### src/inc/rrl_pkg.sv
// package for the repeater reset and link control register bank
// assumes one 10 MHz clock and a byte-wide register port from the serial
// management target that sits in front of it
package rrl_pkg;

    // register offsets
    localparam logic [7:0] RRL_OFS_RESET_CTRL = 8'h01;
    localparam logic [7:0] RRL_OFS_LINK_CTRL  = 8'h02;

    // field positions in the reset control register
    localparam int RRL_SWRST_BIT = 0;

    // field positions in the link control register
    localparam int RRL_SPEED_LSB  = 6;
    localparam int RRL_ROLE_LSB   = 4;
    localparam int RRL_OPMODE_LSB = 0;

    // speed policy codes
    localparam logic [1:0] RRL_SPEED_AUTO  = 2'h0;
    localparam logic [1:0] RRL_SPEED_LSFS  = 2'h1;

    // role control codes
    localparam logic [1:0] RRL_ROLE_DUAL   = 2'h0;
    localparam logic [1:0] RRL_ROLE_HOST   = 2'h1;
    localparam logic [1:0] RRL_ROLE_DEV    = 2'h2;

    // operational mode codes
    localparam logic [2:0] RRL_OPMODE_AUTO = 3'h0;
    localparam logic [2:0] RRL_OPMODE_CD   = 3'h2;

    // values after power-on or software reset
    localparam logic [7:0] RRL_RESET_CTRL_RST = 8'h00;
    localparam logic [7:0] RRL_LINK_CTRL_RST  = 8'h00;

    // cycles of the internal software reset pulse
    localparam int RRL_SWRST_CYCLES = 1;

    typedef struct packed {
        logic [1:0] speed;
        logic [1:0] role;
        logic       rsvd;
        logic [2:0] opmode;
    } rrl_link_ctrl_t;

    typedef struct packed {
        logic       wr;
        logic       rd;
        logic [7:0] addr;
        logic [7:0] wdata;
    } rrl_reg_req_t;

    typedef enum logic [2:0] {
        RRL_ST_DUAL = 3'b001,
        RRL_ST_HOST = 3'b010,
        RRL_ST_DEV  = 3'b100
    } rrl_role_st_t;

endpackage : rrl_pkg

### src/verilog/rrl_ctrl_regs.sv
// reset control and link role/speed control registers of the repeater
// assumes a register port from the serial management target, one request
// per cycle, and link negotiation events as single-cycle pulses
`timescale 1ns/1ps
module rrl_ctrl_regs (
    // clock and reset
    input  wire logic                  clk_i,
    input  wire logic                  rst_i,
    // register port
    input  wire rrl_pkg::rrl_reg_req_t req_i,
    output logic [7:0]                 rdata_o,
    output logic                       rvalid_o,
    // link configuration messages
    input  wire logic                  cfg_msg_i,
    input  wire logic                  cfg_host_i,
    output logic                       cfg_ack_o,
    // control towards the repeater core
    output logic                       soft_rst_o,
    output logic                       lsfs_only_o,
    output logic [2:0]                 opmode_o,
    output logic                       cd_enter_o,
    output logic                       role_host_o,
    output logic                       role_dev_o
);

    rrl_pkg::rrl_link_ctrl_t link_q;
    rrl_pkg::rrl_link_ctrl_t link_d;
    rrl_pkg::rrl_role_st_t   role_q;
    rrl_pkg::rrl_role_st_t   role_d;
    logic                    swrst_q;
    logic                    cd_q;
    logic                    ack_q;
    logic [7:0]              rdata_q;
    logic                    rvalid_q;
    logic                    wr_reset;
    logic                    wr_link;
    logic                    cd_req;
    logic                    forced;

    function automatic logic one_role_bit(input logic [1:0] r);
        one_role_bit = (r == rrl_pkg::RRL_ROLE_HOST) ||
                       (r == rrl_pkg::RRL_ROLE_DEV);
    endfunction : one_role_bit

    assign wr_reset = req_i.wr && (req_i.addr == rrl_pkg::RRL_OFS_RESET_CTRL);
    assign wr_link  = req_i.wr && (req_i.addr == rrl_pkg::RRL_OFS_LINK_CTRL);

    // a mode-2 write with an ambiguous role field has no target to jump to
    assign cd_req = wr_link && !swrst_q &&
        (req_i.wdata[2:0] == rrl_pkg::RRL_OPMODE_CD) &&
        one_role_bit(req_i.wdata[5:4]);

    assign forced = (link_q.opmode == rrl_pkg::RRL_OPMODE_CD) &&
                    one_role_bit(link_q.role);

    // software reset: one-cycle pulse, bit never holds
    always_ff @(posedge clk_i) begin
        if (rst_i) begin
            swrst_q <= rrl_pkg::RRL_RESET_CTRL_RST[rrl_pkg::RRL_SWRST_BIT];
        end else begin
            // a zero write leaves it alone; the pulse drops on its own
            swrst_q <= wr_reset &&
                req_i.wdata[rrl_pkg::RRL_SWRST_BIT] && !swrst_q;
        end
    end

    always_comb begin
        link_d = link_q;
        if (swrst_q) begin
            link_d = rrl_pkg::RRL_LINK_CTRL_RST;
        end else if (wr_link) begin
            link_d      = req_i.wdata;
            link_d.rsvd = 1'b0;
        end
    end

    always_ff @(posedge clk_i) begin
        if (rst_i) begin
            link_q <= rrl_pkg::RRL_LINK_CTRL_RST;
        end else begin
            link_q <= link_d;
        end
    end

    // effective role of the repeater
    always_comb begin
        role_d = role_q;
        unique case (role_q)
            rrl_pkg::RRL_ST_DUAL,
            rrl_pkg::RRL_ST_HOST,
            rrl_pkg::RRL_ST_DEV: begin
                if (swrst_q) begin
                    role_d = rrl_pkg::RRL_ST_DUAL;
                end else if (cd_req) begin
                    role_d = (req_i.wdata[5:4] == rrl_pkg::RRL_ROLE_HOST) ?
                        rrl_pkg::RRL_ST_HOST : rrl_pkg::RRL_ST_DEV;
                end else if (cfg_msg_i && !forced) begin
                    role_d = cfg_host_i ? rrl_pkg::RRL_ST_HOST
                                        : rrl_pkg::RRL_ST_DEV;
                end
            end
            default: role_d = rrl_pkg::RRL_ST_DUAL;
        endcase
    end

    always_ff @(posedge clk_i) begin
        if (rst_i) begin
            role_q <= rrl_pkg::RRL_ST_DUAL;
        end else begin
            role_q <= role_d;
        end
    end

    // connect-detect entry acts only at the moment of the write
    always_ff @(posedge clk_i) begin
        if (rst_i) begin
            cd_q <= 1'b0;
        end else begin
            cd_q <= cd_req;
        end
    end

    // every configuration message is answered, forced role or not
    always_ff @(posedge clk_i) begin
        if (rst_i) begin
            ack_q <= 1'b0;
        end else begin
            ack_q <= cfg_msg_i;
        end
    end

    // read data registered; unmapped offsets read zero
    always_ff @(posedge clk_i) begin
        if (rst_i) begin
            rdata_q  <= 8'h00;
            rvalid_q <= 1'b0;
        end else begin
            rvalid_q <= req_i.rd;
            if (req_i.rd) begin
                unique case (req_i.addr)
                    rrl_pkg::RRL_OFS_LINK_CTRL: rdata_q <= link_q;
                    default:                    rdata_q <= 8'h00;
                endcase
            end
        end
    end

    assign rdata_o     = rdata_q;
    assign rvalid_o    = rvalid_q;
    assign cfg_ack_o   = ack_q;
    assign soft_rst_o  = swrst_q;
    assign lsfs_only_o = (link_q.speed == rrl_pkg::RRL_SPEED_LSFS);
    assign opmode_o    = link_q.opmode;
    assign cd_enter_o  = cd_q;
    assign role_host_o = (role_q == rrl_pkg::RRL_ST_HOST);
    assign role_dev_o  = (role_q == rrl_pkg::RRL_ST_DEV);
endmodule : rrl_ctrl_regs

### config.mk
export PLATFORM = sky130hd
export DESIGN_NAME = rrl_ctrl_regs
export DESIGN_NICKNAME = d
export VERILOG_FILES = /design/src/inc/rrl_pkg.sv /design/src/verilog/rrl_ctrl_regs.sv
export SDC_FILE = /design/constraint.sdc
export NUM_CORES = 1
export LEC_CHECK = 0
export BUFFER_PORTS_ARGS = -buffer_cell sky130_fd_sc_hd__buf_2
export CAP_MARGIN = 10
export CORE_UTILIZATION = 25
export CTS_BUF_LIST = sky130_fd_sc_hd__clkbuf_16
export CTS_CLUSTER_DIAMETER = 40
export DETAILED_ROUTE_END_ITERATION = 7
export SKIP_CTS_REPAIR_TIMING = 1
export SYNTH_ARGS = -nofsm -noshare
export SYNTH_HDL_FRONTEND = slang
export SYNTH_SLANG_ARGS = --single-unit
### constraint.sdc
create_clock -name clk_i -period 2.02 [get_ports clk_i]
set_input_delay 0.505 -clock clk_i [delete_from_list [all_inputs] [get_ports clk_i]]
set_output_delay 0.505 -clock clk_i [all_outputs]
set_load 0.01 [all_outputs]
After elaboration in Yosys (flattened, before gate mapping). Cells that the tools add are included.

Register bits after elaboration: 22. Bits in latches: 0. Memory bits (writable): 0. Bits in read-only memories: 0. Input port bits: 22. Output and inout port bits: 18. Logic and storage cells: 44. Memories: 0.

$add $sub $neg: 0. $mul: 0. Divide/modulo/power cells: 0. $lt $le $gt $ge: 0. Equal/unequal tests: 12. Shift-type cells: 0. Mux-type cells: 5. Bitwise logic cells: 1. Reduce and logical (&&, ||, !) cells: 17.

Operator list (count): 3-bit 2-to-1 mux (4); 3-bit by 2-bit equality test with 1-bit output (second input constant) (3); 1-bit logical AND (9); 8-bit by 1-bit equality test with 1-bit output (second input constant) (1); 8-bit by 2-bit equality test with 1-bit output (second input constant) (1); 8-bit 2-to-1 mux (1); 2-bit by 1-bit equality test with 1-bit output (second input constant) (3); 3-bit OR reduction (2); 2-bit equality test (second input constant) (2); 3-bit by 1-bit equality test with 1-bit output (second input constant) (1); 3-bit equality test (second input constant) (1); 1-bit zero test (2); 1-bit logical OR (2); 2-bit nonzero test (1); 2-bit OR reduction (1); 1-bit inverter (1).

Longest topological paths before layout.
Depth after elaboration: 7. Gate-level depth with buffers: 6. Mapped depth without buffers: 6.

Worst setup path after synthesis. No wires, ideal clock.

Path kind: input to register. Start: in req_i[13] (netlist bit). End: reg role_q[0]. Library setup time: 116 ps. Arrival: 1580 ps. Setup slack: 325 ps. Cell stages on the path: 4. Cell sequence: nor4_4 nand4_4 or2_4 a31o_1.

Cells in the longest elaborated chain, start to end: 6. Elaborated cells on any way between the ends: 7. Classes of those cells: 1 x eq/ne; 1 x mux; 5 x reduce/logical.

RTL lines: start: declaration (line rrl_ctrl_regs.sv:10) `input wire rrl_pkg::rrl_reg_req_t req_i,`; 8-bit by 2-bit equality test with 1-bit output * (line rrl_ctrl_regs.sv:46) `assign wr_link = req_i.wr && (req_i.addr == rrl_pkg::RRL_OFS_LINK_CTRL);`; 1-bit logical AND * (line rrl_ctrl_regs.sv:46); 1-bit logical AND * (2 in a row) (line rrl_ctrl_regs.sv:49) `assign cd_req = wr_link && !swrst_q &&`; 1-bit logical AND * (line rrl_ctrl_regs.sv:50) `(req_i.wdata[2:0] == rrl_pkg::RRL_OPMODE_CD) &&`; 3-bit 2-to-1 mux or 2-bit nonzero test (tied branches); end signal: assignment (line rrl_ctrl_regs.sv:108) `role_q <= rrl_pkg::RRL_ST_DUAL;`; end signal: assignment (line rrl_ctrl_regs.sv:110) `role_q <= role_d;`; end: declaration (line rrl_ctrl_regs.sv:28) `rrl_pkg::rrl_role_st_t role_q;`.

Mark *: on every way between the ends. The rest lies on a longest branch, timed or not. A chain may end at the register's enable or synchronous reset.

Worst setup path after layout.
Start: reg role_q[1]. End: out role_host_o.

Cells in the longest elaborated chain, start to end: 1.

RTL lines: 3-bit by 2-bit equality test with 1-bit output (line rrl_ctrl_regs.sv:155) `assign role_host_o = (role_q == rrl_pkg::RRL_ST_HOST);`; end: declaration (line rrl_ctrl_regs.sv:22) `output logic role_host_o,`.

Every way passes these cells.

==> qor.txt <==
Final Worst Setup Slack = 0.396 ns
status = finished, final reports clean
GR Overflow Total = 0
initial antenna violation count = 0
largest net degree at the start of global routing = 13
Critical-path top delay cell = dfxtp_1
setup TNS = 0 ns
synthesized net count = 127
Die Ht = 64.6 um
register area = 420 um2
Antenna Cells = 0
routability cong. = 0.719
share of the synthesized area in the top cell type = 0.430
# fillers = 406
CP required = 1.51 ns
Post-synth EDFFs = 0
DRC = 0
WL per Instance = 11.4 um
Cells after Synth = 104
Longest Clk Path Bufs = 2
Post-Syn Area = 978 um2
Detailed Place HPWL = 1750 um
PD cells = 731 nW/um2
worst slack, placed = 0.264 ns
initial DRC count = 17
Root Driver = clkbuf_16
Routed Wire Length = 2140 um
starting density of the core = 0.263
GRT Resource Usage Total = 0.117
Seq cells post-synth = 21
Max Cap Viol = 0
clk sinks = 21
Area contributors post-synth = dfxtp_1 43%, mux2i_1 8.2%, nor2b_1 7.0%
worst min path class = in2reg
min Tclk post-route = 1.62 ns
arrival time worst endpoint = 1.12 ns
most numerous cell in the Yosys netlist = dfxtp_1
Distinct cells, synth = 33
Top FF cell, synth = dfxtp_1
RSZ-0062 raised after global routing = false
Commonest cells post-synth = 21 x dfxtp_1, 17 x nor2_1, 11 x nor2b_1
DIE AREA = 4170 um2
Crit path max-delay family = flip-flops
Multi-input gate area = 513 um2
Worst Setup End Kind = output port
Clock transition at path regs = 0.06 ns
Port Buffer Count = 37
CP Class = reg2out
CP Launch Type = flop
DR pass1 iterations = 3
IO Pins = 40
H-tree depth = 1
Inserted Clock Buffers = 3
Async SR Flop Fraction = 0
Yosys top cell by area = dfxtp_1
vias post-DR = 850
Clock Latency Late Sink = 0.25 ns
Fin Clk Skew = 0.00214 ns
via/cell ratio = 4.55
first-pass GRT wire length = 3710 um
Peak supply drop = 0.331 mV
Tcrit/Tclk final = 0.804
Antenna Violating Nets Remaining = 0
Post-layout nets = 163
CTS tree = built
Seq/Total Area, Yosys = 0.430
Buf/Inv on CP = 1
Post-Place Cells = 183
Critical Path, Cell by Cell = nor3b_1, buf_2
YS warnings = 0
CP Max Fanout = 5
Max stage delay on crit path = 0.40 ns
Core Box Area = 3720 um2
final setup violation count = 0
max frequency = 616 MHz
Final Slew Violations = 0
LEAKAGE = 0.613 nW
final hold vios = 0
vias in the first global route = 885
Layout area overhead = 29.8%
Row Count = 22
layout cells sized above 1 = 0.353
Non-Filler Instances = 187
Avg Synthesized Cell Area = 9.41 um2
Die Width = 64.6 um
[cells in the final DEF (no fill, tap or decap), drive strengths merged, types with 2 or more instances in the layout]
cell / instances
nand3: 3
nor3: 2
buf: 38
dfxtp: 21
or2: 2
nor4: 2
clkbuf: 3
a21oi: 7
o211a: 2
mux2i: 8
nor2b: 11
nor2: 18
nor3b: 3
xnor2: 2
[final timing paths]
check | startpoint | to | slack (ns) | cells past startpoint
max | role_q[1]$_SDFFE_PP0P_ | role_host_o | 0.40 | 2
min reg2reg | link_q[7]$_SDFFE_PP0N_ | rdata_o[7]$_SDFFE_PP0P_ | 0.54 | 2
min | req_i[9] | soft_rst_o$_SDFF_PP0_ | 0.44 | 2
max reg2reg | opmode_o[1]$_SDFFE_PP0N_ | role_q[2]$_SDFFE_PP0P_ | 0.50 | 4
[per-stage QoR]
step                instance area, um2  total power (W)  hold WS [ns]   util
finish                            1270         0.000929         0.444  0.342
global route                      1270         0.000967         0.441  0.342
CTS                               1270         0.000944         0.440  0.342
detailed placement                1190         0.000520         0.530  0.320
global placement                  1190         0.000518         0.504  0.320
floorplan                          978         0.000481         0.469      -
[power by group]
group | switching [W] | internal, W
sequential | 0.00000643 | 0.000422
combinational | 0.0000430 | 0.0000383
clock | 0.000153 | 0.000266
total | 0.000203 | 0.000726
[worst reg2reg max path: cells and delay by family (launching register included)]
family           cells  cell delay, ns
AO/OA/AOI/OAI        2            0.49
AND/OR/NAND/NOR      1            0.43
flip-flops           1            0.37
multiplexers         1            0.11
[logic make-up after synthesis]
| group | synth area share |
|---|---|
| muxes | 0.0818 |
| other | 0.00383 |
| buffers and inverters | 0.0460 |
| xor gates and xnor gates | 0.0179 |
| AOI/OAI and AO/OA | 0.115 |
| adders and majority gates | 0.0128 |
| DFF | 0.430 |
| and+or+nand+nor | 0.293 |
[cell type report]
class / count / share of cell area
Multi-Input combinational cell: 75 / 0.404
Sequential cell: 21 / 0.331
Timing Repair Buffer: 38 / 0.152
Clock buffer: 3 / 0.0591
Tap cell: 48 / 0.0473
Clock inverter: 1 / 0.00394
Inverter: 1 / 0.00296
[layer usage]
| metal | track usage | share of wire | vias to the layer above | routed length (um) |
|---|---|---|---|---|
| met5 | 0 | 0 | - | 0 |
| met4 | 0.0778 | 0.030 | 0 | 65 |
| met1 | 0.133 | 0.44 | 397 | 932 |
| met2 | 0.197 | 0.49 | 25 | 1040 |
| li1 | - | - | 423 | - |
| met3 | 0.0211 | 0.047 | 5 | 100 |
[state kept, by name (all words and copies together) (netlist names)]
name,count
cd_enter_o,1
cfg_ack_o,1
link_q,4
opmode_o,3
rdata_o,7
role_q,3
rvalid_o,1
soft_rst_o,1
No activity file was read; power rests on OpenSTA's default activity.
